`src/inc/ctai_pkg.sv`:
```
// Purpose: Shared constants and types for the transfer/add instruction core.
// Assumes: 10-bit instruction words, 4-bit data path, single clock.
// Notes: Function list below gives each operation the core carries out.
// Function
// - Bank pointer to accumulator copies two bank bits into accumulator low bits.
// - File pointer to accumulator copies all four bits, pointer kept.
// - Stack pointer to accumulator fills the three low accumulator bits.
// - Pointer pair load sets file and digit pointers; consecutive repeats skipped.
// - Bank pointer load writes its immediate into the bank pointer.
// - Digit pointer increment; skip next when result wraps to zero.
// - Digit pointer decrement; skip next when result becomes fifteen.
// - Memory to accumulator, then file pointer XOR immediate j.
// - Memory exchange swaps nibble and accumulator, file pointer XOR j.
// - Exchange then decrement digit pointer, skip when it becomes fifteen.
// - Exchange then increment digit pointer, skip when it becomes zero.
// - Accumulator to memory, then file pointer XOR immediate j.
// - Immediate accumulator load of a 4-bit value in one cycle.
// - Table reference pushes counter, fetches ROM word into upper and accumulator, pops.
// - Plain memory add without carry into accumulator, one cycle.
// - Add with carry stores 4-bit sum and carry out.
// - Consecutive immediate accumulator loads: only the first executes.
package ctai_pkg;
    localparam int CTAI_IW = 10;
    localparam int CTAI_DW = 4;
    // Opcode matching: fixed words and prefix patterns.
    localparam logic [9:0] CTAI_OP_BANK_TO_ACC = 10'h029;
    localparam logic [9:0] CTAI_OP_FILE_TO_ACC = 10'h052;
    localparam logic [9:0] CTAI_OP_STACK_TO_ACC = 10'h05;
    localparam logic [9:0] CTAI_OP_INC_DIGIT = 10'h013;
    localparam logic [9:0] CTAI_OP_DEC_DIGIT = 10'h017;
    localparam logic [9:0] CTAI_OP_MEM_ADD = 10'h00a;
    localparam logic [9:0] CTAI_OP_MEM_ADDC = 10'h00b;
    localparam logic [1:0] CTAI_PFX_PAIR = 2'h3;
    localparam logic [7:0] CTAI_PFX_BANK = 8'h12;
    localparam logic [5:0] CTAI_PFX_LDA = 6'h07;
    localparam logic [5:0] CTAI_PFX_M2A = 6'h2c;
    localparam logic [5:0] CTAI_PFX_XCH = 6'h2d;
    localparam logic [5:0] CTAI_PFX_XCHD = 6'h2f;
    localparam logic [5:0] CTAI_PFX_XCHI = 6'h2e;
    localparam logic [5:0] CTAI_PFX_A2M = 6'h2b;
    localparam logic [4:0] CTAI_PFX_TAB = 5'h04;
    localparam logic [3:0] CTAI_DIGIT_WRAP_UP = 4'h0;
    localparam logic [3:0] CTAI_DIGIT_WRAP_DN = 4'hf;

    typedef enum logic [3:0] {
        CTAI_K_NONE, CTAI_K_BANK_A, CTAI_K_FILE_A, CTAI_K_STACK_A,
        CTAI_K_PAIR, CTAI_K_BANK_LD, CTAI_K_INC, CTAI_K_DEC,
        CTAI_K_M2A, CTAI_K_XCH, CTAI_K_XCHD, CTAI_K_XCHI,
        CTAI_K_A2M, CTAI_K_LDA, CTAI_K_TAB, CTAI_K_ADD
    } ctai_kind_e;

    typedef struct packed {
        logic [1:0] bank;
        logic [3:0] file;
        logic [3:0] digit;
    } ctai_dptr_s;
endpackage

```
`src/hw/ctai_decode.sv`:
```
// Purpose: Classifies one instruction word into an operation kind.
// Assumes: Purely combinational; called once per fetch.
// Notes: Unlisted words decode to none and leave the core idle.
`timescale 1ns/1ps
module ctai_decode
    import ctai_pkg::*;
(
    input wire logic [9:0] word,
    output ctai_kind_e kind,
    output logic with_carry
);
    always_comb begin
        kind = CTAI_K_NONE;
        with_carry = 1'b0;
        if (word == CTAI_OP_BANK_TO_ACC) begin
            kind = CTAI_K_BANK_A;
        end else if (word == CTAI_OP_FILE_TO_ACC) begin
            kind = CTAI_K_FILE_A;
        end else if (word == CTAI_OP_STACK_TO_ACC) begin
            kind = CTAI_K_STACK_A;
        end else if (word == CTAI_OP_INC_DIGIT) begin
            kind = CTAI_K_INC;
        end else if (word == CTAI_OP_DEC_DIGIT) begin
            kind = CTAI_K_DEC;
        end else if (word == CTAI_OP_MEM_ADD) begin
            kind = CTAI_K_ADD;
        end else if (word == CTAI_OP_MEM_ADDC) begin
            kind = CTAI_K_ADD;
            with_carry = 1'b1;
        end else if (word[9:8] == CTAI_PFX_PAIR) begin
            kind = CTAI_K_PAIR;
        end else if (word[9:2] == CTAI_PFX_BANK) begin
            kind = CTAI_K_BANK_LD;
        end else if (word[9:4] == CTAI_PFX_LDA) begin
            kind = CTAI_K_LDA;
        end else if (word[9:4] == CTAI_PFX_M2A) begin
            kind = CTAI_K_M2A;
        end else if (word[9:4] == CTAI_PFX_XCH) begin
            kind = CTAI_K_XCH;
        end else if (word[9:4] == CTAI_PFX_XCHD) begin
            kind = CTAI_K_XCHD;
        end else if (word[9:4] == CTAI_PFX_XCHI) begin
            kind = CTAI_K_XCHI;
        end else if (word[9:4] == CTAI_PFX_A2M) begin
            kind = CTAI_K_A2M;
        end else if (word[9:5] == CTAI_PFX_TAB) begin
            kind = CTAI_K_TAB;
        end
    end
endmodule

```
`src/hw/ctai_core.sv`:
```
// Purpose: Executes transfer, pointer, table and add instructions.
// Assumes: One instruction word offered per cycle with instr_valid; RAM
//          and ROM answer combinationally on the same cycle.
// Notes: Table reference takes two cycles and holds instr_ready low.
`timescale 1ns/1ps
module ctai_core
    import ctai_pkg::*;
#(
    parameter int PAGE_BITS = 5,
    parameter int STACK_BITS = 3
)
(
    input wire logic ref_clk,
    input wire logic reset,
    input wire logic instr_valid,
    input wire logic [9:0] instr_word,
    input wire logic [6:0] pc_in,
    input wire logic [2:0] table_high_bits,
    output logic instr_ready,
    output logic [3:0] acc_r,
    output logic [3:0] upper_r,
    output logic carry_flag_r,
    output ctai_dptr_s data_pointer_r,
    output logic [STACK_BITS-1:0] stack_pointer_r,
    output logic [PAGE_BITS+6:0] return_stack_r,
    output logic skip_r,
    output logic [7:0] ram_addr,
    input wire logic [3:0] ram_rdata,
    output logic ram_we,
    output logic [3:0] ram_wdata,
    output logic [PAGE_BITS+6:0] rom_addr,
    input wire logic [9:0] rom_rdata,
    output logic pc_load,
    output logic [PAGE_BITS+6:0] pc_load_value
);
    initial begin
        if (PAGE_BITS < 1 || PAGE_BITS > 5 || STACK_BITS != 3) begin
            $error("ctai_core: unsupported parameters");
        end
    end

    // ==========================================================
    // Decode and execution control
    ctai_kind_e kind;
    logic with_carry;
    logic exec;
    logic tab_phase_r;
    logic [PAGE_BITS+6:0] tab_addr_r;
    ctai_kind_e last_kind_r;
    logic load_chain_r;
    logic skip_now;
    logic [3:0] digit_up;
    logic [3:0] digit_dn;
    logic [4:0] sum;

    ctai_decode u_dec (
        .word(instr_word),
        .kind(kind),
        .with_carry(with_carry)
    );

    // A load chain only swallows further loads of the same kind; any other
    // word after a load runs normally even though skip_r is still high.
    assign skip_now = skip_r && (!load_chain_r || kind == last_kind_r);
    // A skipped word still consumes its fetch slot but changes only the skip state.
    assign exec = instr_valid && !skip_now && !tab_phase_r;
    assign instr_ready = !tab_phase_r;
    assign digit_up = data_pointer_r.digit + 4'h1;
    assign digit_dn = data_pointer_r.digit - 4'h1;
    assign sum = {1'b0, acc_r} + {1'b0, ram_rdata}
        + {4'h0, with_carry & carry_flag_r};
    assign ram_addr = {2'h0, data_pointer_r.file, 2'h0} ^
        {data_pointer_r.bank, 2'h0, data_pointer_r.digit};
    assign rom_addr = tab_addr_r;

    // ==========================================================
    // Skip flag: set by skipping ops, or by pair and immediate loads unless a skipping op skipped them
    always_ff @(posedge ref_clk) begin
        if (reset) begin
            skip_r <= 1'b0;
            load_chain_r <= 1'b0;
            last_kind_r <= CTAI_K_NONE;
        end else if (instr_valid && !tab_phase_r) begin
            skip_r <= 1'b0;
            load_chain_r <= 1'b0;
            if (skip_now) begin
                // A chain of equal loads keeps skipping while it lasts.
                if (load_chain_r) begin
                    skip_r <= 1'b1;
                    load_chain_r <= 1'b1;
                end
            end else begin
                case (kind)
                    CTAI_K_INC, CTAI_K_XCHI:
                        skip_r <= (digit_up == CTAI_DIGIT_WRAP_UP);
                    CTAI_K_DEC, CTAI_K_XCHD:
                        skip_r <= (digit_dn == CTAI_DIGIT_WRAP_DN);
                    CTAI_K_PAIR, CTAI_K_LDA: begin
                        skip_r <= 1'b1;
                        load_chain_r <= 1'b1;
                    end
                    default:
                        skip_r <= 1'b0;
                endcase
            end
            last_kind_r <= kind;
        end
    end

    // ==========================================================
    // Accumulator, upper nibble and carry
    always_ff @(posedge ref_clk) begin
        if (reset) begin
            acc_r <= 4'h0;
            upper_r <= 4'h0;
            carry_flag_r <= 1'b0;
        end else if (tab_phase_r) begin
            upper_r <= rom_rdata[7:4];
            acc_r <= rom_rdata[3:0];
        end else if (exec) begin
            case (kind)
                CTAI_K_BANK_A:
                    acc_r[1:0] <= data_pointer_r.bank;
                CTAI_K_FILE_A:
                    acc_r <= data_pointer_r.file;
                CTAI_K_STACK_A:
                    acc_r[2:0] <= stack_pointer_r;
                CTAI_K_M2A, CTAI_K_XCH, CTAI_K_XCHD, CTAI_K_XCHI:
                    acc_r <= ram_rdata;
                CTAI_K_LDA:
                    acc_r <= instr_word[3:0];
                CTAI_K_ADD: begin
                    acc_r <= sum[3:0];
                    if (with_carry) begin
                        carry_flag_r <= sum[4];
                    end
                end
                default: begin
                end
            endcase
        end
    end

    // ==========================================================
    // Data pointer
    always_ff @(posedge ref_clk) begin
        if (reset) begin
            data_pointer_r <= '0;
        end else if (exec) begin
            case (kind)
                CTAI_K_PAIR: begin
                    data_pointer_r.file <= instr_word[7:4];
                    data_pointer_r.digit <= instr_word[3:0];
                end
                CTAI_K_BANK_LD:
                    data_pointer_r.bank <= instr_word[1:0];
                CTAI_K_INC:
                    data_pointer_r.digit <= digit_up;
                CTAI_K_DEC:
                    data_pointer_r.digit <= digit_dn;
                CTAI_K_M2A, CTAI_K_XCH, CTAI_K_A2M:
                    data_pointer_r.file <= data_pointer_r.file ^
                        instr_word[3:0];
                CTAI_K_XCHD: begin
                    data_pointer_r.file <= data_pointer_r.file ^
                        instr_word[3:0];
                    data_pointer_r.digit <= digit_dn;
                end
                CTAI_K_XCHI: begin
                    data_pointer_r.file <= data_pointer_r.file ^
                        instr_word[3:0];
                    data_pointer_r.digit <= digit_up;
                end
                default: begin
                end
            endcase
        end
    end

    // ==========================================================
    // RAM write: exchange and store use the old accumulator value
    always_comb begin
        ram_we = 1'b0;
        ram_wdata = acc_r;
        if (exec) begin
            case (kind)
                CTAI_K_XCH, CTAI_K_XCHD, CTAI_K_XCHI, CTAI_K_A2M:
                    ram_we = 1'b1;
                default:
                    ram_we = 1'b0;
            endcase
        end
    end

    // ==========================================================
    // Table reference: push, fetch, pop
    always_ff @(posedge ref_clk) begin
        if (reset) begin
            tab_phase_r <= 1'b0;
            tab_addr_r <= '0;
            stack_pointer_r <= '1;
            return_stack_r <= '0;
        end else if (tab_phase_r) begin
            tab_phase_r <= 1'b0;
            stack_pointer_r <= stack_pointer_r - 1'b1;
        end else if (exec && kind == CTAI_K_TAB) begin
            tab_phase_r <= 1'b1;
            stack_pointer_r <= stack_pointer_r + 1'b1;
            return_stack_r <= {{(PAGE_BITS){1'b0}}, pc_in};
            tab_addr_r <= {instr_word[PAGE_BITS-1:0],
                table_high_bits, acc_r};
        end
    end

    // The fetch sequencer reloads the saved counter when the pop occurs.
    assign pc_load = tab_phase_r;
    assign pc_load_value = return_stack_r;
endmodule

```
`config.mk`:
```
export PLATFORM = sky130hd
export DESIGN_NAME = ctai_core
export DESIGN_NICKNAME = d
export VERILOG_FILES = /design/src/inc/ctai_pkg.sv /design/src/hw/ctai_decode.sv /design/src/hw/ctai_core.sv
export SDC_FILE = /design/constraint.sdc
export NUM_CORES = 1
export LEC_CHECK = 0
export BUFFER_PORTS_ARGS = -buffer_cell sky130_fd_sc_hd__buf_2
export CAP_MARGIN = 10
export CORE_MARGIN = 1
export CORE_UTILIZATION = 45
export DETAILED_ROUTE_END_ITERATION = 10
export GPL_TIMING_DRIVEN = 0
export PLACE_DENSITY = 0.72
export SYNTH_ARGS = -nofsm -noshare
export SYNTH_HDL_FRONTEND = slang
export SYNTH_SLANG_ARGS = --single-unit
```
`constraint.sdc`:
```
create_clock -name ref_clk -period 3.7 [get_ports ref_clk]
set_input_delay 0.555 -clock ref_clk [delete_from_list [all_inputs] [get_ports ref_clk]]
set_output_delay 0.555 -clock ref_clk [all_outputs]
set_load 0.1 [all_outputs]
```
==> results of run 1 <==
## cell families (layout without fill, tap and decap cells)
kind of cell | count (synthesis) | count (layout) | share of synthesized area (%)
flops | 48 | 48 | 28.6
compound gates | 93 | 93 | 21.0
simple gates | 146 | 146 | 23.3
xor+xnor | 8 | 8 | 2.08
other cells | 1 | 10 | 0.112
buf+inv | 69 | 177 | 11.9
fa+ha+maj | 10 | 10 | 4.39
mux | 29 | 29 | 8.63
## layer usage
layer | wire [um] | global-route usage [%] | part of all wire (%)
met5 | 0 | 0 | 0
met1 | 4350 | 32.5 | 44
met3 | 707 | 4.57 | 7.2
met4 | 282 | 8.94 | 2.9
met2 | 4480 | 40.3 | 46
## synthesized netlist by cell type, drive strengths merged, types with 3 or more instances
library cell  count
and4              3
clkbuf           10
dfxtp            48
and3             13
buf              42
nand2            24
or3               5
a22oi             4
xor2              4
o41ai             4
nor3b             6
nor2b             4
a2111oi           4
inv              16
mux2i            29
nor2             50
a221oi            3
o21ai            13
a21o              5
a221o             4
o211ai            5
o31ai             4
fa                3
ha                7
nand4             5
a211oi            6
a21oi            14
o311ai            4
nor3              9
a31oi             7
xnor2             4
nand3            13
and2              3
## flip-flops by register name, summed over array words and instances (netlist names)
signal / cells
rom_addr: 12
data_pointer_r: 10
pc_load_value: 7
acc_r: 4
last_kind_r: 4
upper_r: 4
stack_pointer_r: 3
carry_flag_r: 1
load_chain_r: 1
pc_load: 1
skip_r: 1
## power by group through the flow
stage               Clock, W  Combinational (W)  Sequential, W
finish              0.000466           0.000392       0.000545
detailed placement         0           0.000379       0.000557
CTS                 0.000473           0.000387       0.000545
global route        0.000496           0.000412       0.000547
floorplan                  0           0.000239       0.000618
global placement           0           0.000376       0.000556
## tightest hold or removal path: cells and delay by family
| kind | cells | cell delay, ns |
|---|---|---|
| muxes | 1 | 0.05 |
| and+or+nand+nor | 1 | 0.07 |
| buffers and inverters | 1 | 0.07 |
## area by class of cell
cell class              count  area, sq um
plain buffers              51          329
clock buffers               5         68.8
clock inverters             3         68.8
fillers                   682         3020
inverters                  17         63.8
multi-input cells         296         2080
flip-flops and latches     48          961
well taps                  99          124
repair buffers            101          536
## worst paths after layout
kind                            cells past startpoint          start               end
worst max register to register                     11   carry_flag_r          acc_r[2]
worst min register to register                      2   rom_addr[11]      rom_addr[11]
worst max-delay path                               11  instr_word[2]            ram_we
worst min-delay path                                3       pc_in[2]  pc_load_value[2]
## placed cells by master, fill, tap and decap left out, drive strengths merged, types with 6 or more instances in the layout
cell	synthesis	routed
o21ai	13	13
nor3b	6	6
nor3	9	9
nand3	13	13
clkbuf	10	15
dfxtp	48	48
ha	7	7
mux2i	29	29
and3	13	13
a31oi	7	7
nand2	24	24
conb	1	10
a211oi	6	6
inv	16	17
buf	42	142
nor2	50	50
a21oi	14	14
## through the flow
step / cell area (sq um) / instances / worst slack, ns / hold WS [ns] / power (W)
6_report: 4230 / 620 / 0.0539 / 0.478 / 0.00140
5_1_grt: 4230 / 620 / 0.0436 / 0.477 / 0.00146
4_1_cts: 4220 / 619 / 0.0797 / 0.476 / 0.00141
3_5_place_dp: 4010 / 607 / -0.392 / 0.481 / 0.000936
3_3_place_gp: 4010 / 607 / -0.393 / 0.470 / 0.000933
2_1_floorplan: 3410 / 413 / 0.0331 / 0.490 / 0.000857
## timing repair
item | in CTS | in global routing
setup buffers | 5 | 1
resized for setup | 12 | 2
pin swaps | 5 | 3
endpoints found under the setup margin | 1 | 2
==> results.cfg, run 1 <==
[run]
drv_cap = 0

[placed_design]
portBuffers = 95
gp_congestion = 0.909
dpl.hpwl_um = 7400

[logic_synthesis]
synth_edf_count = 0
synth_ff_type = dfxtp_1
synth_top_area_cell = dfxtp_1
synth_top_area_share_pct = 28.6
synth-seq-cells = 48
ys_top_cells_by_area = dfxtp_1, mux2i_1, buf_4
yosysUniqueCellTypes = 75
synthArstFlopShare_pct = 0
yosysWarnings = 0
syn-instance-count = 404
post_synth.cell_area_avg_sq_um = 8.32
yosysSeqAreaShare_pct = 28.6
syn_area_sq_mm = 0.00336

[critical_path]
path_buf_inv = 4
reg2reg_slack_ns = 1.06
cp_max_fo = 10
critPathMaxStageDelay_ns = 0.37
end_kind = primary output
arrival_ns = 3.09
cp_slowest_cell = nor4b_2
crit_path_start_kind = input port
worst-setup-path-type = input port to primary output
path_delay_family = compound AO/OA/AOI/OAI gates
worstPathRequired_ns = 3.14
crit_chain = buf_2, clkbuf_1, nor4b_2, nand3_1, and3_1, o31ai_1, a22oi_2, o311ai_4, buf_6, nor3_4, buf_12

[global_routing]
grt_pass1_wl_um = 14800
grt_usage_pct = 24.7
grt_pass1_vias = 2983
grt_start_max_net_pins = 17
antenna_found_initial = 0
overflow = 0

[status]
status = finished, final reports clean

[die]
die_height_um = 88.5
die_w_um = 88.5
ios = 111
start_util_pct = 46.4
rows = 31
die-area_sq_mm = 0.00782
core_sq_mm = 0.00725

[route]
wl_per_cell_um = 15.8
drc_errors = 0
detail-route-antenna-nets = 0
first_pass_iters = 7
drt_iter0_drc = 187
routed_wirelength_um = 9820
detail_route.vias_per_cell = 5.60
num_vias = 3472

[pwr]
p_leak_nw = 2.16
switchingPower_w = 0.000499
vdd_drop_max_mv = 0.180
seq_power_share_pct = 38.8
pwr-share-clk_pct = 33.2
intPower_w = 0.000904
p_sw_share_pct = 35.6
combPwrFrac_pct = 27.9
p_per_area_mw_per_mm2 = 332

[cts]
clk_latency_ns = 0.31
numClockSinks = 48
cts_hold_buffers = 0
clk_pin_slew_ns = 0.09
cts_tree = done
numCtsBuffers = 5
root_buffer = clkbuf_8
htreeDepth = 2
cts_max_path_buffers = 2

[final_layout]
diodes = 0
utilization_pct = 58.3
areaGrowthSynthToFinish_pct = 25.7
layout-drive-gt1-share_pct = 32.2
fin_nets = 567

[sta]
clock.fmax_mhz = 274
setup_violations = 0
slew_violations = 0
worst_pin_slew_ns = 0.759
hold_viol = 0
grt_setup_unrepaired = no
worst_clock_skew_ns = 0.00484
timing.final.crit_share_pct = 98.5
maxSlewHeadroom_pct = 49.1
finalCriticalPeriod_ns = 3.65
tns_ns = 0

[min_path]
hp-class = input port to register
(Power assumes the default switching activity.)
==> run 2: changes to the inputs <==
GPL_TIMING_DRIVEN = default   (was 0)
==> run 2 against run 1 <==
Against the previous run:
- sequential share of layout area up 1.6 points
- first-iteration DRC count up 28%
- sequential power about the same
- register-to-register slack worse by 0.06 ns
- final cell count down 5.5%
- global-route usage down 1.3 points
- non-clock buffer count down 34
- critical path depth down 1
- final area down 6.4%
- total power down 6.5%
- via count down 5.6%
- critical path type unchanged
==> results.cfg, run 2 (same netlist as run 1, synthesis figures left out) <==
[critical_path]
reg2regPathDepth = 12
cp-startpoint = instr_word[4]
r2r_end = acc_r[2]
arrival_ns = 2.97
worstPathRequired_ns = 3.14
reg2reg_slack_ns = 1.00
end_kind = primary output
critPathMaxStageDelay_ns = 0.59
crit_end = ram_we
crit-reg2reg-launch = carry_flag_r
cp_slowest_cell = or4_4
worst-setup-path-type = input port to primary output
path_depth = 10
cp_max_fo = 11
crit_path_start_kind = input port
crit_chain = buf_2, buf_4, and3b_1, and3_1, o21ai_0, a21oi_1, or4_4, o311ai_4, nor3_4, clkbuf_4
path_delay_family = simple AND/OR/NAND/NOR gates
path_buf_inv = 3

[route]
num_vias = 3279
wl_per_cell_um = 15.3
first_pass_iters = 5
detail-route-antenna-nets = 0
drc_errors = 0
routed_wirelength_um = 8990
detail_route.vias_per_cell = 5.60
drt_iter0_drc = 240

[die]
die-area_sq_mm = 0.00782
die_w_um = 88.5
ios = 111
core_sq_mm = 0.00725
rows = 31
start_util_pct = 46.4
die_height_um = 88.5

[final_layout]
final_area_sq_mm = 0.00396
mostFrequentLayoutCells = buf_2, nor2_1, dfxtp_1
diodes = 0
fin_nets = 533
layout-drive-gt1-share_pct = 29.2
largest_reg_flops = 12
areaGrowthSynthToFinish_pct = 17.7
utilization_pct = 54.6
final_cells = 586
layout_commonest_cell = buf_2

[sta]
hold_viol = 0
setup_violations = 0
maxSlewHeadroom_pct = 48.0
worst_clock_skew_ns = 0.0127
grt_setup_unrepaired = no
setup_slack_ns = 0.180
timing.final.crit_share_pct = 95.1
clock.fmax_mhz = 284
slew_violations = 0
worst_pin_slew_ns = 0.776
finalCriticalPeriod_ns = 3.52
tns_ns = 0

[placed_design]
gp_congestion = 0.914
place_inst = 578
place_ws_ns = 0.129
dpl_cell_area_sq_mm = 0.00384
portBuffers = 98
dpl.hpwl_um = 6750

[cts]
clk_latency_ns = 0.31
cts_setup_buffers = 0
numCtsBuffers = 5
cts_hold_buffers = 0
cts_max_path_buffers = 2
cts_tree = done
htreeDepth = 2
root_buffer = clkbuf_8
numClockSinks = 48
clk_pin_slew_ns = 0.10

[pwr]
pwr-share-clk_pct = 30.7
combPwrFrac_pct = 27.7
p_sw_share_pct = 37.5
switchingPower_w = 0.000492
p_leak_nw = 1.99
p_per_area_mw_per_mm2 = 331
intPower_w = 0.000820
seq_power_share_pct = 41.7
vdd_drop_max_mv = 0.162

[global_routing]
antenna_found_initial = 0
grt_usage_pct = 23.4
grt_start_max_net_pins = 46
grt_pass1_wl_um = 14200
grt_pass1_vias = 2880
overflow = 0

[run]
drv_cap = 0

[min_path]
hp-class = input port to register

[status]
status = finished, final reports clean
## run 2: cell count changes in the layout (fill, tap and decap cells not counted), sizes merged
cell      before  now
buf          142  117
clkbuf        15    6
bufinv         2    1
clkinvlp       0    1
## run 2: stage by stage
step | hold slack, ns | total power, W
after floorplan | 0.490 | 0.000857
after global placement | 0.470 | 0.000915
after detailed placement | 0.480 | 0.000919
after CTS | 0.472 | 0.00132
after global routing | 0.467 | 0.00136
final | 0.473 | 0.00131
## run 2: final cells by class
type                    instances  area (sq um)
fillers                       712          3290
inverters                      17          63.8
clock inverters                 3          46.3
clock buffers                   5          68.8
well taps                      99           124
multi-input cells             296          2050
flip-flops and latches         48           961
repair buffers                118           643
## run 2: tightest hold or removal path: cells and delay by family
kind,cells,cell delay [ns]
simple gates,1,0.07
mux,1,0.05
buf+inv,1,0.08
## run 2: layer usage
metal	wire, um	global-route usage, %	vias up
li1	-	-	1608
met1	4160	30.7	1553
met2	4330	40.4	111
met3	435	3.92	7
met4	65	4.84	0
met5	0	0	-
## run 2: repair_timing
item	in CTS	in global routing
hold endpoints to repair	0	0
endpoints found under the setup margin	0	1
resized for setup	0	1
## run 2: worst min path at each step
stage                    from          endpoint  slack (ns)  cells after the start
2_1_floorplan  last_kind_r[3]    last_kind_r[3]        0.49                      2
3_5_place_dp     carry_flag_r      carry_flag_r        0.48                      2
4_1_cts              pc_in[1]  pc_load_value[1]        0.47                      3
6_report             pc_in[1]  pc_load_value[1]        0.47                      3
5_1_grt          rom_rdata[3]          acc_r[3]        0.47                      2
3_3_place_gp       upper_r[1]        upper_r[1]        0.47                      2
## run 2: power by group through the flow
stage	registers (W)	clock network [W]	logic, W
finish	0.000547	0.000402	0.000363
global route	0.000549	0.000432	0.000384
CTS	0.000547	0.000409	0.000362
detailed placement	0.000559	0	0.000361
global placement	0.000558	0	0.000357
floorplan	0.000618	0	0.000239
